`src/shared/talk_fmt_pkg.sv`:
```
/*
 Constants, types and register map for the talker-side output formatter.
 Assumes one 50 MHz core clock and a synchronous, active-low reset.
*/
`default_nettype none
package talk_fmt_pkg;
	// ==========================================================
	// Register map (byte offsets)
	localparam logic [7:0] A_CTRL     = 8'h00;
	localparam logic [7:0] A_CARRIER_ANNUNCIATOR     = 8'h04;
	localparam logic [7:0] A_CARRIER_ANNUNCIATOR_REF = 8'h08;
	localparam logic [7:0] A_AMPL     = 8'h0c;
	localparam logic [7:0] A_AMPL_REF = 8'h10;
	localparam logic [7:0] A_VOLT     = 8'h14;
	localparam logic [7:0] A_CURSOR   = 8'h18;
	localparam logic [7:0] A_ANNUN    = 8'h1c;
	localparam logic [7:0] A_DISP_LEN = 8'h20;
	localparam logic [7:0] A_DISP_CHR = 8'h24;
	localparam logic [7:0] A_HW_PUSH  = 8'h28;
	localparam logic [7:0] A_STATUS   = 8'h2c;
	// ==========================================================
	// Control register fields
	localparam int C_FN_LO      = 0;
	localparam int C_UNIT_LO    = 2;
	localparam int C_RF_OFF     = 4;
	localparam int C_REV_TRIP   = 5;
	localparam int C_FN_OFF     = 6;
	localparam int C_CARRIER_ANNUNCIATOR_REL   = 7;
	localparam int C_OVER       = 8;
	localparam int C_UNDER      = 9;
	localparam logic [9:0] CTRL_RST = 10'h000;
	localparam logic [1:0] FN_NONE    = 2'h0;
	localparam logic [1:0] FN_CARRIER = 2'h1;
	localparam logic [1:0] FN_POWER   = 2'h2;
	localparam logic [1:0] U_DBM  = 2'h0;
	localparam logic [1:0] U_DB   = 2'h1;
	localparam logic [1:0] U_VOLT = 2'h2;
	// ==========================================================
	// Sizes and fixed values
	localparam int DISP_MAX  = 74;
	localparam int DISP_MIN  = 25;
	localparam int HWQ_DEPTH = 22;
	localparam logic [4:0]  HWQ_DEPTH_5 = 5'h16;
	localparam logic [39:0] V_FN_OFF    = 40'hc8;
	localparam logic [39:0] V_RF_OFF    = 40'hc9;
	localparam logic [39:0] V_REV_TRIP  = 40'hca;
	localparam int ANN_CARRIER_ANNUNCIATOR_BIT  = 5;
	localparam int ANN_LEVEL_ANNUNCIATOR_BIT = 20;
	// ==========================================================
	// Characters
	localparam logic [7:0]  CH_SP = 8'h20;
	localparam logic [7:0]  CH_PLUS = 8'h2b;
	localparam logic [7:0]  CH_MINUS = 8'h2d;
	localparam logic [7:0]  CH_POINT = 8'h2e;
	localparam logic [7:0]  CH_ZERO = 8'h30;
	localparam logic [7:0]  CH_LF = 8'h0a;
	localparam logic [15:0] S_CARRIER_CODE = 16'h4652;
	localparam logic [15:0] S_POWER_CODE = 16'h4150;
	localparam logic [15:0] S_HZ = 16'h485a;
	localparam logic [15:0] S_DBM_UNITS = 16'h444d;
	localparam logic [15:0] S_DB = 16'h4442;
	localparam logic [15:0] S_VOLT_UNITS = 16'h564c;
	localparam logic [15:0] S_HI = 16'h4849;
	localparam logic [15:0] S_LO = 16'h4c4f;
	localparam logic [15:0] S_OK = 16'h4f4b;
	// ==========================================================
	// Types
	typedef enum logic [3:0] {
		CMD_NONE, CMD_READ_EXEC, CMD_READ_PARAM_CHANGED, CMD_READ_HARDWARE_ERRORS,
		CMD_READ_ACTIVE_FUNCTION, CMD_READ_LEVEL_STATUS, CMD_CARRIER_TONE_CODE,
		CMD_OUTPUT_POWER_CODE, CMD_FUNC_EXEC
	} cmd_code_type;
	typedef enum logic [2:0] {
		M_DISPLAY, M_MSG_CODE, M_MSG_TEXT, M_HW_LIST, M_ACTIVE, M_LVL_NUM, M_LVL_TEXT
	} out_mode_type;
	typedef enum logic [3:0] {
		S_IDLE, S_PRE0, S_PRE1, S_SP1, S_SIGN, S_DIG, S_PT, S_SP2, S_UN0, S_UN1,
		S_TEXT, S_END
	} seq_type;
	typedef struct packed {
		logic         valid;
		cmd_code_type code;
	} cmd_type;
	typedef struct packed {
		logic       valid;
		logic       last;
		logic [7:0] data;
	} char_type;
	typedef struct packed {
		logic hw_pending;
		logic exec_pending;
		logic change_pending;
	} status_type;
	typedef struct packed {
		logic        pre_en;
		logic [15:0] pre;
		logic        sp_en;
		logic        num_en;
		logic        sign_en;
		logic        neg;
		logic [39:0] mag;
		logic [3:0]  ndig;
		logic [3:0]  frac;
		logic        un_en;
		logic [15:0] un;
		logic        text_en;
	} desc_type;
endpackage : talk_fmt_pkg
`default_nettype wire

```
`src/rtl/talk_output_formatter.sv`:
```
/*
 Talker output formatter: picks and serialises the text sent on each talk addressing.
 Assumes the bus front end decodes queries into one-cycle command pulses and signals
 each talk addressing with a one-cycle pulse; characters leave with valid/ready.
*/
// The strobed register port and the placing of the registers were chosen for this implementation.
`timescale 1ns/1ps
`default_nettype none
// Behaviour
// [RULE1] After a message query, first talk gives the code, second the text.
// [RULE2] A message query clears its status bit, or after status read if SRQ active.
// [RULE3] Any function command between query and read cancels it; display returns.
// [RULE4] Hardware errors queue up to 22 entries, popped one per read.
// [RULE5] Active function string carries function code and units, at most 19 chars.
// [RULE6] Specials: -200 function off, -201 RF off, -202 reverse power tripped.
// [RULE7] One space before and one after the numeric field.
// [RULE8] Numeric field opens with a sign; leading zeros above ones digit dropped.
// [RULE9] Relative settings report the displayed relative value.
// [RULE10] Unprefixed query names active function first; none active gives display.
// [RULE11] Controller sends the function code right before the active query.
// [RULE12] Frequency: signed ten digits, fixed .0, hertz; negative when relative.
// [RULE13] Amplitude: signed ddd.d in dBm or dB; volts unsigned eight decimals. The code still sends a + sign before the volts value.
// [RULE14] Level status: +1 or HI, -1 or LO, 0 or OK.
// [RULE15] Level query: numeric on first talk, text on the next.
// [RULE16] With nothing else configured, talk returns display information.
// [RULE17] Display text first, then cursor sum, then indicator sum.
// [RULE18] Further talks repeat the three display items in order.
// [RULE19] Executing a function restarts display readout at the text.
// [RULE20] Display readout sends visible text, not a message code.
// [RULE21] Cursor n from the left weighs two to the n, from 2 to 2^25.
// [RULE22] Indicator value sums the weights of lit indicators.
module talk_output_formatter (
	input  wire logic                     CORE_CLK,
	input  wire logic                     RST_N,
	input  wire logic [7:0]               ADDR,
	input  wire logic [31:0]              WR_DATA,
	input  wire logic                     WR_EN,
	input  wire logic                     RD_EN,
	output var  logic [31:0]              RD_DATA,
	input  wire talk_fmt_pkg::cmd_type    CMD,
	input  wire logic                     TALK,
	input  wire logic                     STB_READ,
	input  wire logic                     SERVICE_REQUEST_FLAG,
	input  wire logic                     EXEC_EVENT,
	input  wire logic [15:0]              EXEC_CODE,
	input  wire logic                     CHANGE_EVENT,
	input  wire logic [15:0]              CHANGE_CODE,
	output var  talk_fmt_pkg::char_type   OUT,
	input  wire logic                     OUT_READY,
	output var  talk_fmt_pkg::status_type STAT
);
	import talk_fmt_pkg::*;

	typedef struct packed {
		logic [9:0]   ctrl;
		logic [31:0]  carrier_annunciator;
		logic [31:0]  fref;
		logic [15:0]  ampl;
		logic [15:0]  aref;
		logic [31:0]  volt;
		logic [4:0]   cursor;
		logic [23:0]  annun;
		logic [6:0]   dlen;
		logic         exec_bit;
		logic         chg_bit;
		logic         exec_pend;
		logic         chg_pend;
		logic [15:0]  exec_code;
		logic [15:0]  chg_code;
		out_mode_type mode;
		logic         msg_sel;
		logic [1:0]   phase;
		logic [1:0]   fn_pref;
		logic [1:0]   act_fn;
		seq_type      seq;
		desc_type     desc;
		logic [39:0]  rem;
		logic [3:0]   pos;
		logic [3:0]   dig;
		logic         started;
		logic [6:0]   tidx;
		logic [4:0]   hw_rd;
		logic [4:0]   hw_wr;
		logic [4:0]   hw_cnt;
		char_type     out;
		logic [31:0]  rd_data;
	} state_type;

	state_type   s_r;
	state_type   s_nxt;
	logic [7:0]  disp_mem [DISP_MAX];
	logic [15:0] hwq_mem [HWQ_DEPTH];
	logic        slot;
	logic        talk_go;
	logic        hw_push;

	// ==========================================================
	// Helpers
	function automatic logic [39:0] pow10(input logic [3:0] p);
		logic [39:0] v;
		v = 40'h1;
		for (int i = 0; i < 12; i++)
		begin
			if (i < int'(p))
			begin
				v = 40'(v * 40'ha);
			end
		end
		return v;
	endfunction : pow10

	function automatic desc_type num_desc(input logic [15:0] pre, input logic [15:0] un,
		input logic neg, input logic [39:0] mag, input logic [3:0] ndig,
		input logic [3:0] frac);
		desc_type d;
		d = '0;
		d.pre_en = 1'b1;
		d.pre = pre;
		d.sp_en = 1'b1;
		d.num_en = 1'b1;
		d.sign_en = 1'b1;
		d.neg = neg;
		d.mag = mag;
		d.ndig = ndig;
		d.frac = frac;
		d.un_en = 1'b1;
		d.un = un;
		return d;
	endfunction : num_desc

	function automatic desc_type plain_num(input logic neg, input logic [39:0] mag,
		input logic sign_en);
		desc_type d;
		d = num_desc(16'h0, 16'h0, neg, mag, 4'ha, 4'h0);
		d.pre_en = 1'b0;
		d.sp_en = 1'b0;
		d.un_en = 1'b0;
		d.sign_en = sign_en;
		return d;
	endfunction : plain_num

	function automatic desc_type active_desc(input state_type s);
		desc_type    d;
		logic [32:0] fv;
		logic [16:0] av;
		logic [15:0] code;
		logic [15:0] un;
		logic [1:0]  um;
		fv = '0;
		av = '0;
		um = s.ctrl[C_UNIT_LO +: 2];
		code = (s.act_fn == FN_CARRIER) ? S_CARRIER_CODE : S_POWER_CODE;
		un = (s.act_fn == FN_CARRIER) ? S_HZ : (um == U_VOLT) ? S_VOLT_UNITS :
			(um == U_DB) ? S_DB : S_DBM_UNITS;
		if (s.ctrl[C_FN_OFF])
		begin
			d = num_desc(code, un, 1'b1, V_FN_OFF, 4'h3, 4'h0); // [RULE6]
		end
		else if (s.act_fn == FN_POWER && s.ctrl[C_RF_OFF])
		begin
			d = num_desc(code, un, 1'b1, V_RF_OFF, 4'h3, 4'h0); // [RULE6]
		end
		else if (s.act_fn == FN_POWER && s.ctrl[C_REV_TRIP])
		begin
			d = num_desc(code, un, 1'b1, V_REV_TRIP, 4'h3, 4'h0); // [RULE6]
		end
		else if (s.act_fn == FN_CARRIER)
		begin
			// Relative mode reports the displayed offset, which may go negative
			fv = s.ctrl[C_CARRIER_ANNUNCIATOR_REL] ? 33'($signed(s.carrier_annunciator) - $signed(s.fref)) :
				{s.carrier_annunciator[31], s.carrier_annunciator}; // [RULE9]
			if (fv[32])
			begin
				fv = 33'(-$signed(fv));
				d = num_desc(code, un, 1'b1, 40'(fv * 40'ha), 4'hb, 4'h1); // [RULE12]
			end
			else
			begin
				d = num_desc(code, un, 1'b0, 40'(fv * 40'ha), 4'hb, 4'h1); // [RULE12]
			end
		end
		else if (um == U_VOLT)
		begin
			d = num_desc(code, un, 1'b0, {8'h0, s.volt}, 4'h9, 4'h8); // [RULE13]
		end
		else
		begin
			av = (um == U_DB) ? 17'($signed(s.ampl) - $signed(s.aref)) :
				{s.ampl[15], s.ampl}; // [RULE9]
			d = num_desc(code, un, av[16], {23'h0, av[16] ? 17'(-$signed(av)) : av},
				4'h4, 4'h1); // [RULE13]
		end
		return d;
	endfunction : active_desc

	// ==========================================================
	// Memories
	assign hw_push = WR_EN && ADDR == A_HW_PUSH && s_r.hw_cnt < HWQ_DEPTH_5;

	always_ff @(posedge CORE_CLK)
	begin
		if (WR_EN && ADDR == A_DISP_CHR && int'(WR_DATA[14:8]) < DISP_MAX)
		begin
			disp_mem[WR_DATA[14:8]] <= WR_DATA[7:0];
		end
		if (hw_push)
		begin
			hwq_mem[s_r.hw_wr] <= WR_DATA[15:0]; // [RULE4]
		end
	end

	// ==========================================================
	// Next state
	assign slot = !s_r.out.valid || OUT_READY;
	assign talk_go = TALK && s_r.seq == S_IDLE;

	always_comb
	begin
		s_nxt = s_r;
		s_nxt.rd_data = '0;
		// Register writes
		if (WR_EN)
		begin
			if (ADDR == A_CTRL)
				s_nxt.ctrl = WR_DATA[9:0];
			else if (ADDR == A_CARRIER_ANNUNCIATOR)
				s_nxt.carrier_annunciator = WR_DATA;
			else if (ADDR == A_CARRIER_ANNUNCIATOR_REF)
				s_nxt.fref = WR_DATA;
			else if (ADDR == A_AMPL)
				s_nxt.ampl = WR_DATA[15:0];
			else if (ADDR == A_AMPL_REF)
				s_nxt.aref = WR_DATA[15:0];
			else if (ADDR == A_VOLT)
				s_nxt.volt = WR_DATA;
			else if (ADDR == A_CURSOR)
				s_nxt.cursor = WR_DATA[4:0];
			else if (ADDR == A_ANNUN)
				s_nxt.annun = WR_DATA[23:0];
			else if (ADDR == A_DISP_LEN)
				s_nxt.dlen = WR_DATA[6:0];
		end
		if (hw_push)
		begin
			s_nxt.hw_wr = (s_r.hw_wr == HWQ_DEPTH_5 - 5'h1) ? 5'h0 : 5'(s_r.hw_wr + 5'h1);
			s_nxt.hw_cnt = 5'(s_nxt.hw_cnt + 5'h1);
		end
		// Register reads, answer in the next cycle
		if (RD_EN)
		begin
			if (ADDR == A_CTRL)
				s_nxt.rd_data = {22'h0, s_r.ctrl};
			else if (ADDR == A_STATUS)
				s_nxt.rd_data = {17'h0, s_r.hw_cnt, s_r.exec_bit, s_r.chg_bit,
					s_r.exec_pend, s_r.chg_pend, s_r.phase, s_r.mode, s_r.seq != S_IDLE};
			else if (ADDR == A_CURSOR)
				s_nxt.rd_data = {27'h0, s_r.cursor};
			else if (ADDR == A_ANNUN)
				s_nxt.rd_data = {8'h0, s_r.annun};
		end
		// Deferred clears wait for the status byte read while SRQ is raised
		if (STB_READ && s_r.exec_pend)
		begin
			s_nxt.exec_bit = 1'b0; // [RULE2]
			s_nxt.exec_pend = 1'b0;
		end
		if (STB_READ && s_r.chg_pend)
		begin
			s_nxt.chg_bit = 1'b0; // [RULE2]
			s_nxt.chg_pend = 1'b0;
		end
		// Commands
		if (CMD.valid)
		begin
			s_nxt.fn_pref = FN_NONE;
			case (CMD.code)
				CMD_READ_EXEC, CMD_READ_PARAM_CHANGED:
				begin
					s_nxt.mode = M_MSG_CODE; // [RULE1]
					s_nxt.msg_sel = CMD.code == CMD_READ_PARAM_CHANGED;
					if (CMD.code == CMD_READ_EXEC && SERVICE_REQUEST_FLAG)
						s_nxt.exec_pend = 1'b1; // [RULE2]
					else if (CMD.code == CMD_READ_EXEC)
						s_nxt.exec_bit = 1'b0; // [RULE2]
					else if (SERVICE_REQUEST_FLAG)
						s_nxt.chg_pend = 1'b1; // [RULE2]
					else
						s_nxt.chg_bit = 1'b0; // [RULE2]
				end
				CMD_READ_HARDWARE_ERRORS:
					s_nxt.mode = M_HW_LIST; // [RULE4]
				CMD_READ_ACTIVE_FUNCTION:
				begin
					// A prefix only counts when it came right before the query
					s_nxt.act_fn = (s_r.fn_pref != FN_NONE) ? s_r.fn_pref :
						s_r.ctrl[C_FN_LO +: 2]; // [RULE11]
					s_nxt.mode = (s_nxt.act_fn == FN_NONE) ? M_DISPLAY : M_ACTIVE; // [RULE10]
					s_nxt.phase = 2'h0;
				end
				CMD_READ_LEVEL_STATUS:
					s_nxt.mode = M_LVL_NUM; // [RULE15]
				CMD_CARRIER_TONE_CODE, CMD_OUTPUT_POWER_CODE:
				begin
					s_nxt.fn_pref = (CMD.code == CMD_CARRIER_TONE_CODE) ? FN_CARRIER : FN_POWER;
					s_nxt.mode = M_DISPLAY; // [RULE3]
					s_nxt.phase = 2'h0; // [RULE19]
				end
				CMD_FUNC_EXEC:
				begin
					s_nxt.mode = M_DISPLAY; // [RULE3]
					s_nxt.phase = 2'h0; // [RULE19]
				end
				default:
					s_nxt.fn_pref = FN_NONE;
			endcase
		end
		// Events set after any clear so a same-cycle event is kept
		if (EXEC_EVENT)
		begin
			if (!s_r.exec_bit)
				s_nxt.exec_code = EXEC_CODE;
			s_nxt.exec_bit = 1'b1;
			s_nxt.exec_pend = 1'b0;
		end
		if (CHANGE_EVENT)
		begin
			if (!s_r.chg_bit)
				s_nxt.chg_code = CHANGE_CODE;
			s_nxt.chg_bit = 1'b1;
			s_nxt.chg_pend = 1'b0;
		end
		// Talk addressing picks the item; a talk during a message is ignored
		if (talk_go)
		begin
			s_nxt.seq = S_PRE0;
			s_nxt.tidx = '0;
			case (s_r.mode)
				M_MSG_CODE:
				begin
					s_nxt.desc = plain_num(1'b0, {24'h0, s_r.msg_sel ? s_r.chg_code :
						s_r.exec_code}, 1'b0); // [RULE1]
					s_nxt.mode = M_MSG_TEXT;
				end
				M_MSG_TEXT:
				begin
					s_nxt.desc = '0;
					s_nxt.desc.text_en = 1'b1; // [RULE1]
					s_nxt.mode = M_DISPLAY;
					s_nxt.phase = 2'h0;
				end
				M_HW_LIST:
				begin
					s_nxt.desc = plain_num(1'b0, (s_r.hw_cnt == 5'h0) ? 40'h0 :
						{24'h0, hwq_mem[s_r.hw_rd]}, 1'b0); // [RULE4]
					if (s_r.hw_cnt != 5'h0)
					begin
						s_nxt.hw_rd = (s_r.hw_rd == HWQ_DEPTH_5 - 5'h1) ? 5'h0 :
							5'(s_r.hw_rd + 5'h1);
						s_nxt.hw_cnt = 5'(s_nxt.hw_cnt - 5'h1);
					end
				end
				M_ACTIVE:
				begin
					s_nxt.desc = active_desc(s_r); // [RULE5]
					s_nxt.mode = M_DISPLAY;
					s_nxt.phase = 2'h0;
				end
				M_LVL_NUM:
				begin
					s_nxt.desc = plain_num(!s_r.ctrl[C_OVER] && s_r.ctrl[C_UNDER],
						{39'h0, s_r.ctrl[C_OVER] || s_r.ctrl[C_UNDER]},
						s_r.ctrl[C_OVER] || s_r.ctrl[C_UNDER]); // [RULE14]
					s_nxt.mode = M_LVL_TEXT; // [RULE15]
				end
				M_LVL_TEXT:
				begin
					s_nxt.desc = '0;
					s_nxt.desc.pre_en = 1'b1;
					s_nxt.desc.pre = s_r.ctrl[C_OVER] ? S_HI : s_r.ctrl[C_UNDER] ? S_LO :
						S_OK; // [RULE14]
					s_nxt.mode = M_DISPLAY;
					s_nxt.phase = 2'h0;
				end
				default:
				begin
					// Visible text is sent even while a message is shown
					s_nxt.desc = '0;
					s_nxt.desc.text_en = 1'b1; // [RULE16] [RULE17] [RULE20]
					if (s_r.phase == 2'h1)
						s_nxt.desc = plain_num(1'b0, 40'h1 << s_r.cursor, 1'b0); // [RULE21]
					else if (s_r.phase == 2'h2)
						s_nxt.desc = plain_num(1'b0, {16'h0, s_r.annun |
							((s_r.ctrl[C_FN_LO +: 2] == FN_CARRIER) ? 24'(1 << ANN_CARRIER_ANNUNCIATOR_BIT) : 24'h0) |
							((s_r.ctrl[C_FN_LO +: 2] == FN_POWER) ? 24'(1 << ANN_LEVEL_ANNUNCIATOR_BIT) : 24'h0)},
							1'b0); // [RULE22]
					s_nxt.phase = (s_r.phase == 2'h2) ? 2'h0 : 2'(s_r.phase + 2'h1); // [RULE18]
				end
			endcase
			s_nxt.rem = s_nxt.desc.mag;
			s_nxt.pos = 4'(s_nxt.desc.ndig - 4'h1);
			s_nxt.dig = '0;
			s_nxt.started = 1'b0;
		end
		// Character sequencer, stalls while the sink holds a character
		if (slot)
		begin
			s_nxt.out.valid = 1'b0;
			s_nxt.out.last = 1'b0;
			case (s_r.seq)
				S_PRE0:
				begin
					s_nxt.seq = s_r.desc.pre_en ? S_PRE1 : S_SP1;
					s_nxt.out = '{1'b1, 1'b0, s_r.desc.pre[15:8]};
					s_nxt.out.valid = s_r.desc.pre_en; // [RULE10]
				end
				S_PRE1:
				begin
					s_nxt.seq = S_SP1;
					s_nxt.out = '{1'b1, 1'b0, s_r.desc.pre[7:0]};
				end
				S_SP1:
				begin
					s_nxt.seq = s_r.desc.num_en ? S_SIGN : s_r.desc.text_en ? S_TEXT : S_END;
					s_nxt.out = '{s_r.desc.sp_en, 1'b0, CH_SP}; // [RULE7]
				end
				S_SIGN:
				begin
					s_nxt.seq = S_DIG;
					s_nxt.out = '{s_r.desc.sign_en, 1'b0,
						s_r.desc.neg ? CH_MINUS : CH_PLUS}; // [RULE8]
				end
				S_DIG:
				begin
					if (s_r.rem >= pow10(s_r.pos))
					begin
						s_nxt.rem = 40'(s_r.rem - pow10(s_r.pos));
						s_nxt.dig = 4'(s_r.dig + 4'h1);
					end
					else
					begin
						// Leading zeros above the ones digit are not sent
						s_nxt.out = '{s_r.started || s_r.dig != 4'h0 || s_r.pos <= s_r.desc.frac,
							1'b0, 8'(CH_ZERO + {4'h0, s_r.dig})}; // [RULE8]
						s_nxt.started = s_nxt.out.valid;
						s_nxt.dig = '0;
						if (s_r.pos == s_r.desc.frac && s_r.desc.frac != 4'h0)
							s_nxt.seq = S_PT;
						else if (s_r.pos == 4'h0)
							s_nxt.seq = S_SP2;
						else
							s_nxt.pos = 4'(s_r.pos - 4'h1);
					end
				end
				S_PT:
				begin
					s_nxt.out = '{1'b1, 1'b0, CH_POINT};
					s_nxt.pos = 4'(s_r.pos - 4'h1);
					s_nxt.seq = S_DIG;
				end
				S_SP2:
				begin
					s_nxt.seq = s_r.desc.un_en ? S_UN0 : S_END;
					s_nxt.out = '{s_r.desc.sp_en, 1'b0, CH_SP}; // [RULE7]
				end
				S_UN0:
				begin
					s_nxt.seq = S_UN1;
					s_nxt.out = '{1'b1, 1'b0, s_r.desc.un[15:8]}; // [RULE5]
				end
				S_UN1:
				begin
					s_nxt.seq = S_END;
					s_nxt.out = '{1'b1, 1'b0, s_r.desc.un[7:0]};
				end
				S_TEXT:
				begin
					s_nxt.out = '{s_r.tidx < s_r.dlen, 1'b0, disp_mem[s_r.tidx]};
					s_nxt.tidx = 7'(s_r.tidx + 7'h1);
					if (7'(s_r.tidx + 7'h1) >= s_r.dlen)
						s_nxt.seq = S_END;
				end
				S_END:
				begin
					s_nxt.seq = S_IDLE;
					s_nxt.out = '{1'b1, 1'b1, CH_LF};
				end
				S_IDLE:
					// Idle must keep a talk taken in this same cycle
					s_nxt.seq = talk_go ? S_PRE0 : S_IDLE;
				default:
					s_nxt.seq = S_IDLE;
			endcase
		end
	end

	// ==========================================================
	// State register
	always_ff @(posedge CORE_CLK)
	begin
		if (!RST_N)
		begin
			s_r <= '0;
			s_r.ctrl <= CTRL_RST;
			s_r.mode <= M_DISPLAY;
			s_r.seq <= S_IDLE;
		end
		else
		begin
			s_r <= s_nxt;
		end
	end

	always_comb
	begin
		RD_DATA = s_r.rd_data;
		OUT = s_r.out;
		STAT = '{s_r.hw_cnt != 5'h0, s_r.exec_bit, s_r.chg_bit};
	end
endmodule : talk_output_formatter
`default_nettype wire

```
`config.mk`:
```
export PLATFORM = sky130hd
export DESIGN_NAME = talk_output_formatter
export DESIGN_NICKNAME = d
export VERILOG_FILES = /design/src/shared/talk_fmt_pkg.sv /design/src/rtl/talk_output_formatter.sv
export SDC_FILE = /design/constraint.sdc
export NUM_CORES = 2
export LEC_CHECK = 0
export BUFFER_PORTS_ARGS = -buffer_cell sky130_fd_sc_hd__buf_2
export CORE_UTILIZATION = 55
export DETAILED_ROUTE_END_ITERATION = 10
export PLACE_DENSITY = 0.7
export SYNTH_ARGS = -nofsm -noshare
export SYNTH_HDL_FRONTEND = slang
export SYNTH_SLANG_ARGS = --single-unit
```
`constraint.sdc`:
```
create_clock -name CORE_CLK -period 55 [get_ports CORE_CLK]
set_input_delay 13.75 -clock CORE_CLK [delete_from_list [all_inputs] [get_ports CORE_CLK]]
set_output_delay 13.75 -clock CORE_CLK [all_outputs]
set_load 0.005 [all_outputs]
```
-- Word level (Yosys, flattened, before mapping)
Memories as Yosys holds them, arrays and structs flattened. A register that Yosys moved wholly into a read port is not among the register bits.
Index checks and enable logic that the tools add are counted.
- flip-flop bits (word level): 424
- RAM bits: 944
- bits of input ports: 87
- output and inout port bits: 45
- logic and storage cells: 409
- memories kept: 2
- $add $sub $neg: 15
- $mul: 24
- magnitude comparators: 18
- eq/ne operators: 48
- shift operators: 1
- mux-type cells: 181
- bitwise operators: 14
- reductions and logical operators: 58
- memory list (memory ; depth ; width ; rd ports ; clocked after memory_dff ; wr ports ; RTL line ; text):
    disp_mem ; 74 ; 8 ; 1 ; 1 ; 1 ; talk_output_formatter.sv:91 ; logic [7:0] disp_mem [DISP_MAX];
    hwq_mem ; 22 ; 16 ; 1 ; 1 ; 1 ; talk_output_formatter.sv:92 ; logic [15:0] hwq_mem [HWQ_DEPTH];
- operators with widths (kind ; number):
    2-to-1 mux 40 bit ; 84
    multiplier 40 x 3 -> 39 bit (second input constant) ; 22
    case mux 87 bit (6 select lines) ; 1
    2-to-1 mux 67 bit ; 6
    2-to-1 mux 152 bit ; 1
    2-to-1 mux 69 bit ; 2
    case mux 10 bit (10 select lines) ; 1
    2-to-1 mux 87 bit ; 1
    multiplier 33 x 3 -> 36 bit (second input constant) ; 2
    2-to-1 mux 4 bit ; 14
    2-to-1 mux 56 bit ; 1
    2-to-1 mux 5 bit ; 11
    2-to-1 mux 15 bit ; 3
    >= comparator 40 bit ; 1
    2-to-1 mux 10 bit ; 4
    case mux 4 bit (10 select lines) ; 1
    << shifter 1 x 5 -> 40 bit (first input constant) ; 1
    subtractor 40 bit ; 1
    2-to-1 mux 17 bit ; 2
    2-to-1 mux 33 bit ; 1
    negator 33 bit ; 1
    subtractor 32 x 32 -> 33 bit ; 1
    == test 4 x 3 -> 1 bit (second input constant) ; 8
    == test 8 x 5 -> 1 bit (second input constant) ; 4
    other kinds (73) ; 185

-- Depth between registers and ports, before layout
- depth in word-level cells: 112
- depth in mapped cells: 112
- mapped depth without buffers: 107

-- Worst setup path after synthesis
No wires, ideal clock.
- path type: reg-to-reg
- start: register s_r[72] (netlist bit)
- end: register s_r[79] (netlist bit)
- setup time: 0.092 ns
- data arrival time: 20.315 ns
- data required time: 54.908 ns
- path slack: 34.592 ns
- stages on the path, launching flop included: 101
- path buffers: 8
- period minus slack after synthesis: 20.408 ns
- path through: dfxtp_1 -> buf_2 -> or2_2 -> clkbuf_1 -> clkbuf_1 -> nor2_1 -> inv_1 -> ha_1 -> mux2i_1 -> inv_1 -> ha_1 -> ha_1 -> inv_1 -> fa_1 -> nor2b_1 -> o21ai_0 -> a21oi_1 -> a21o_1 -> [65 not listed] -> nand2_1 -> o21ai_0 -> xor2_1 -> xnor2_1 -> xnor2_1 -> a22oi_1 -> ha_1 -> nand4_1 -> nor3b_1 -> nand3_1 -> a211o_1 -> o211a_1 -> o21a_1 -> or2_2 -> clkbuf_1 -> clkbuf_1 -> clkbuf_1 -> o32ai_1
- cells in the longest elaborated chain, start to end: 59
- elaborated cells between the ends (all ways): 122
- classes of those cells: add/sub: 1; mul: 22; order compare: 13; mux: 86
- RTL lines (what ; RTL line ; text):
    from (decl) ; talk_output_formatter.sv:89 ; state_type s_r;
    from (signal assigned) ; talk_output_formatter.sv:509 ; s_r <= s_nxt;
    parallel branches: the longest is 56 deep, another holds multiplier 40 x 3 -> 39 bit ; -- ;
    2-to-1 mux 40 bit (*) ; talk_output_formatter.sv:434 ; if (s_r.rem >= pow10(s_r.pos))
    2-to-1 mux 40 bit (*) ; talk_output_formatter.sv:409 ; case (s_r.seq)
    2-to-1 mux 56 bit (*) ; talk_output_formatter.sv:405 ; if (slot)
Every way passes the cells marked *. The select of a mux whose other input is x is not followed.
A chain may end at the register's enable or synchronous reset.

-- Final worst setup path
- start: register s_r[72] (netlist bit)
- end: register s_r[103] (netlist bit)
- cells in the longest elaborated chain, start to end: 64
- elaborated cells between the ends (all ways): 122
- classes of those cells: add/sub: 1; mul: 22; order compare: 13; mux: 86
- RTL lines (what ; RTL line ; text):
    less-than comparator 1 x 4 -> 1 bit ; talk_output_formatter.sv:104 ; if (i < int'(p))
    2-to-1 mux 4 bit ; talk_output_formatter.sv:104 ;
    2-to-1 mux 40 bit ; talk_output_formatter.sv:434 ;
    2-to-1 mux 40 bit ; talk_output_formatter.sv:409 ;
    2-to-1 mux 40 bit ; talk_output_formatter.sv:405 ;
    multiplier 40 x 3 -> 39 bit ; talk_output_formatter.sv:106 ; v = 40'(v * 40'ha);
    2-to-1 mux 40 bit ; talk_output_formatter.sv:104 ;
    2-to-1 mux 40 bit ; talk_output_formatter.sv:434 ;
    [48 not listed] ; -- ;
    2-to-1 mux 40 bit ; talk_output_formatter.sv:104 ;
    2-to-1 mux 40 bit ; talk_output_formatter.sv:434 ;
    2-to-1 mux 40 bit ; talk_output_formatter.sv:409 ;
    2-to-1 mux 40 bit ; talk_output_formatter.sv:405 ;
    subtractor 40 bit ; talk_output_formatter.sv:436 ; s_nxt.rem = 40'(s_r.rem - pow10(s_r.pos));
    2-to-1 mux 40 bit (*) ; talk_output_formatter.sv:434 ;
    2-to-1 mux 40 bit (*) ; talk_output_formatter.sv:409 ;
    2-to-1 mux 56 bit (*) ; talk_output_formatter.sv:405 ;
Every way passes the cells marked *; elsewhere a longest branch is shown, timed or not. The select of a mux whose other input is x is not followed.

==> flow_summary_export.csv <==
group,metric,value,unit
status,outcome,"complete, no violations",
detailed_routing,vias,60190,
sta,grt_setup_unrepaired,"no",
clock_network,cts_max_level,4,
floorplan,dieArea,146100,um2
grt,grt_max_degree,112,
synth,ys_warn_count,0,
place,gp_congestion,1.017,
worst_setup_path,r2r_start,"s_r[72]",
worst_setup_path,rr_worst_depth,94,
worst_setup_path,worstPathRequired,55.68,ns
worst_setup_path,cp-endpoint,"s_r[103]",
synth,syn_area,79500,um2
clock_network,cts_hold_buf,0,
detailed_routing,drt_wl_total,234000,um
worst_setup_path,path_max_fanout,48,
grt,track_usage,31.68,%
clock_network,cts.clk_slew.worst_paths,0.06,ns
clock_network,cts_tree,"yes",
synth,ys.flop_type,"edfxtp_1",
layout,num-nets-final,8165,
clock_network,cts_inserted_buffers,139,
floorplan,io_pins,132,
worst_setup_path,cp-startpoint,"s_r[72]",
worst_setup_path,reg2reg_to,"s_r[103]",
place,post-place-ws,31.74,ns
min_path,min_path_type,"reg2reg",
sta,worst_hold_slack,0.4536,ns
sta,setup_tns,0,ns
worst_setup_path,cp_top_family,"compound AO/OA/AOI/OAI gates",
worst_setup_path,critPathLaunchType,"flop",
floorplan,core-area,143500,um2
synth,async_flop_share,0,%
run,cap_violations,0,
synth,yosysUniqueCellTypes,99,
floorplan,initial_core_util,55.41,%
detailed_routing,drtIter0Drc,6373,
grt,grt_pass1_wl,353300,um
layout,drive_gt1_share,11.06,%
place,hpwl,164200,um
detailed_routing,drtAntennaViolNets,0,
worst_setup_path,cp.arrival,24.34,ns
detailed_routing,wl_per_cell,24.90,um
synth,synthCells,7399,
worst_setup_path,worstSetupPathType,"reg2reg",
clock_network,cts.sinks,1298,
worst_setup_path,cp_slowest_stage_delay,0.66,ns
clock_network,cts_root_buf,"clkbuf_16",
floorplan,die_x,382.2,um
floorplan,fp.dieH,382.2,um
sta,final.min_clock_period,23.66,ns
sta,fin_crit_sh,43.02,%
synth,syn_area_per_cell,10.74,um2
place,io_buffers,123,
clock_network,worstSkewPairLatency,0.81,ns
floorplan,rows,139,
detailed_routing,vias_per_cell,6.406,
synth,ys_seq_area_share,44.57,%
layout,area_growth_syn_to_layout,8.507,%
place,dp.cells,9137,
worst_setup_path,r2r_setup_slack,31.34,ns
layout,layoutNonFillerInstCount,9397,
grt,grt.overflow.total,0,
grt,grt_pass1_vias,57730,
synth,synth_edf_count,944,
sta,final-hold-violation-count,0,
sta,skew,0.07615,ns
sta,max_freq,0.04227,GHz
worst_setup_path,end_kind,"flop",
clock_network,ctsResizeCount,0,
clock_network,cts_max_path_buffers,3,
sta,slew_headroom,18.66,%
sta,slew_viol_final,0,
sta,setup_viol,0,
detailed_routing,drt_first_pass_iters,8,
worst_setup_path,cp_common_cell,"ha_1",
synth,ys_ff_latch,1298,
worst_setup_path,worst-path-stages,94,
grt,antenna_found_initial,23,
sta,worst_pin_slew,1.210,ns
sta,finalWorstSetupSlack,31.34,ns
worst_setup_path,cp_num_buf_inv,6,
worst_setup_path,cpMaxStageDelayCell,"mux2i_1",
detailed_routing,drc,0,
clock_network,postCtsSetupBuffers,0,
[cell families (layout without fill, tap and decap cells)]
| kind of cell | after synthesis | in the layout | share of synthesized area (%) |
|---|---|---|---|
| AND/OR/NAND/NOR | 2051 | 2051 | 11.74 |
| buffers and inverters | 633 | 711 | 3.241 |
| flip-flops | 1298 | 1298 | 44.57 |
| XOR/XNOR | 342 | 342 | 3.768 |
| adder cells (fa/ha/maj) | 703 | 703 | 11.21 |
| multiplexers | 446 | 446 | 10.11 |
| other | 1 | 18 | 0.004717 |
| AO/OA/AOI/OAI | 1925 | 1925 | 15.36 |
[area by class of cell]
cell class	instances	area (um2)
sequential	1298	35460
multi-input combinational	5475	41610
tap	1903	2381
clock buffer	182	3721
timing repair buffer	210	1301
antenna	10	25.02
inverter	251	949.7
fill	11580	57220
clock inverter	68	812.0
[Yosys cell counts (all sizes together) (23+ instances only)]
master | instances | area, um2
a211o | 24 | 220.2
a211oi | 63 | 473.0
a21o | 164 | 1231
a21oi | 700 | 3507
a221oi | 44 | 391.6
a22oi | 42 | 315.3
a31oi | 70 | 444.2
and2 | 50 | 312.8
and3 | 66 | 412.9
buf | 106 | 598.1
clkbuf | 276 | 1036
dfxtp | 354 | 7087
edfxtp | 944 | 28350
ha | 688 | 8608
inv | 248 | 930.9
mux2 | 53 | 600.6
mux2i | 113 | 1131
mux4 | 280 | 6306
nand2 | 797 | 2992
nand2b | 86 | 538.0
nand3 | 132 | 665.6
nand4 | 35 | 225.2
nor2 | 551 | 2068
nor2b | 83 | 519.3
nor3 | 111 | 566.8
nor4 | 24 | 195.2
o211ai | 55 | 412.9
o21a | 84 | 630.6
o21ai | 337 | 1687
o21bai | 63 | 473.0
o31ai | 37 | 277.8
or2 | 23 | 143.9
or3 | 37 | 236.5
xnor2 | 228 | 1997
xor2 | 114 | 998.5
[tightest hold or removal path, delay by kind of cell, from the launching register on]
family	cells	cell delay, ns
and+or+nand+nor	1	0.05
AOI/OAI and AO/OA	1	0.05
DFF	1	0.30
[sequential cells by signal (all words and copies together) (netlist names), named ones only]
name and count:
OUT 10, RD_DATA 24, STAT 2, disp_mem 592
hwq_mem 352, s_r 313
[worst min path at each step]
stage | from | end | slack (ns) | cells past startpoint
after global routing | s_r[331] | s_r[331] | 0.47 | 2
after floorplan | s_r[115] | s_r[115] | 0.43 | 2
after detailed placement | s_r[312] | s_r[312] | 0.45 | 2
final | s_r[358] | s_r[358] | 0.45 | 2
after global placement | s_r[312] | s_r[312] | 0.44 | 2
after CTS | s_r[358] | s_r[358] | 0.45 | 2
[metrics by stage]
step,util [%],instance area [um2]
3_3_place_gp,56.94,81700
2_1_floorplan,-,79530
5_1_grt,60.11,86250
6_report,60.12,86260
4_1_cts,60.10,86240
3_5_place_dp,56.94,81700
[layout by cell type, fill, tap and decap left out, drive strengths merged, types with 20 or more instances in the layout]
cell | netlist | routed
nor4 | 24 | 24
o21bai | 63 | 63
nand2b | 86 | 86
nand2 | 797 | 797
dfxtp | 354 | 354
a31oi | 70 | 70
nor2b | 83 | 83
nand3 | 132 | 132
inv | 248 | 255
or2 | 23 | 23
ha | 688 | 688
buf | 106 | 210
nor3 | 111 | 111
and2 | 50 | 50
o21ai | 337 | 337
or3 | 37 | 37
mux2i | 113 | 113
mux2 | 53 | 53
o211ai | 55 | 55
a221oi | 44 | 44
a22oi | 42 | 42
o221ai | 20 | 20
nor2 | 551 | 551
a21o | 164 | 164
a211oi | 63 | 63
a21oi | 700 | 700
clkinv | 3 | 55
a21boi | 20 | 20
o31ai | 37 | 37
a211o | 24 | 24
edfxtp | 944 | 944
mux4 | 280 | 280
xnor2 | 228 | 228
and3 | 66 | 66
nand4 | 35 | 35
xor2 | 114 | 114
o21a | 84 | 84
clkbuf | 276 | 182
[per-layer routing]
metal / wire length, um / GRT usage [%]
met1: 98700 / 44.21
met2: 102900 / 48.20
met3: 22160 / 6.577
met4: 10220 / 12.84
met5: 40 / 0
Power is left out: the tool's default activity adds up to more than one toggle a clock period on the data nets, which glitch-free logic cannot reach.
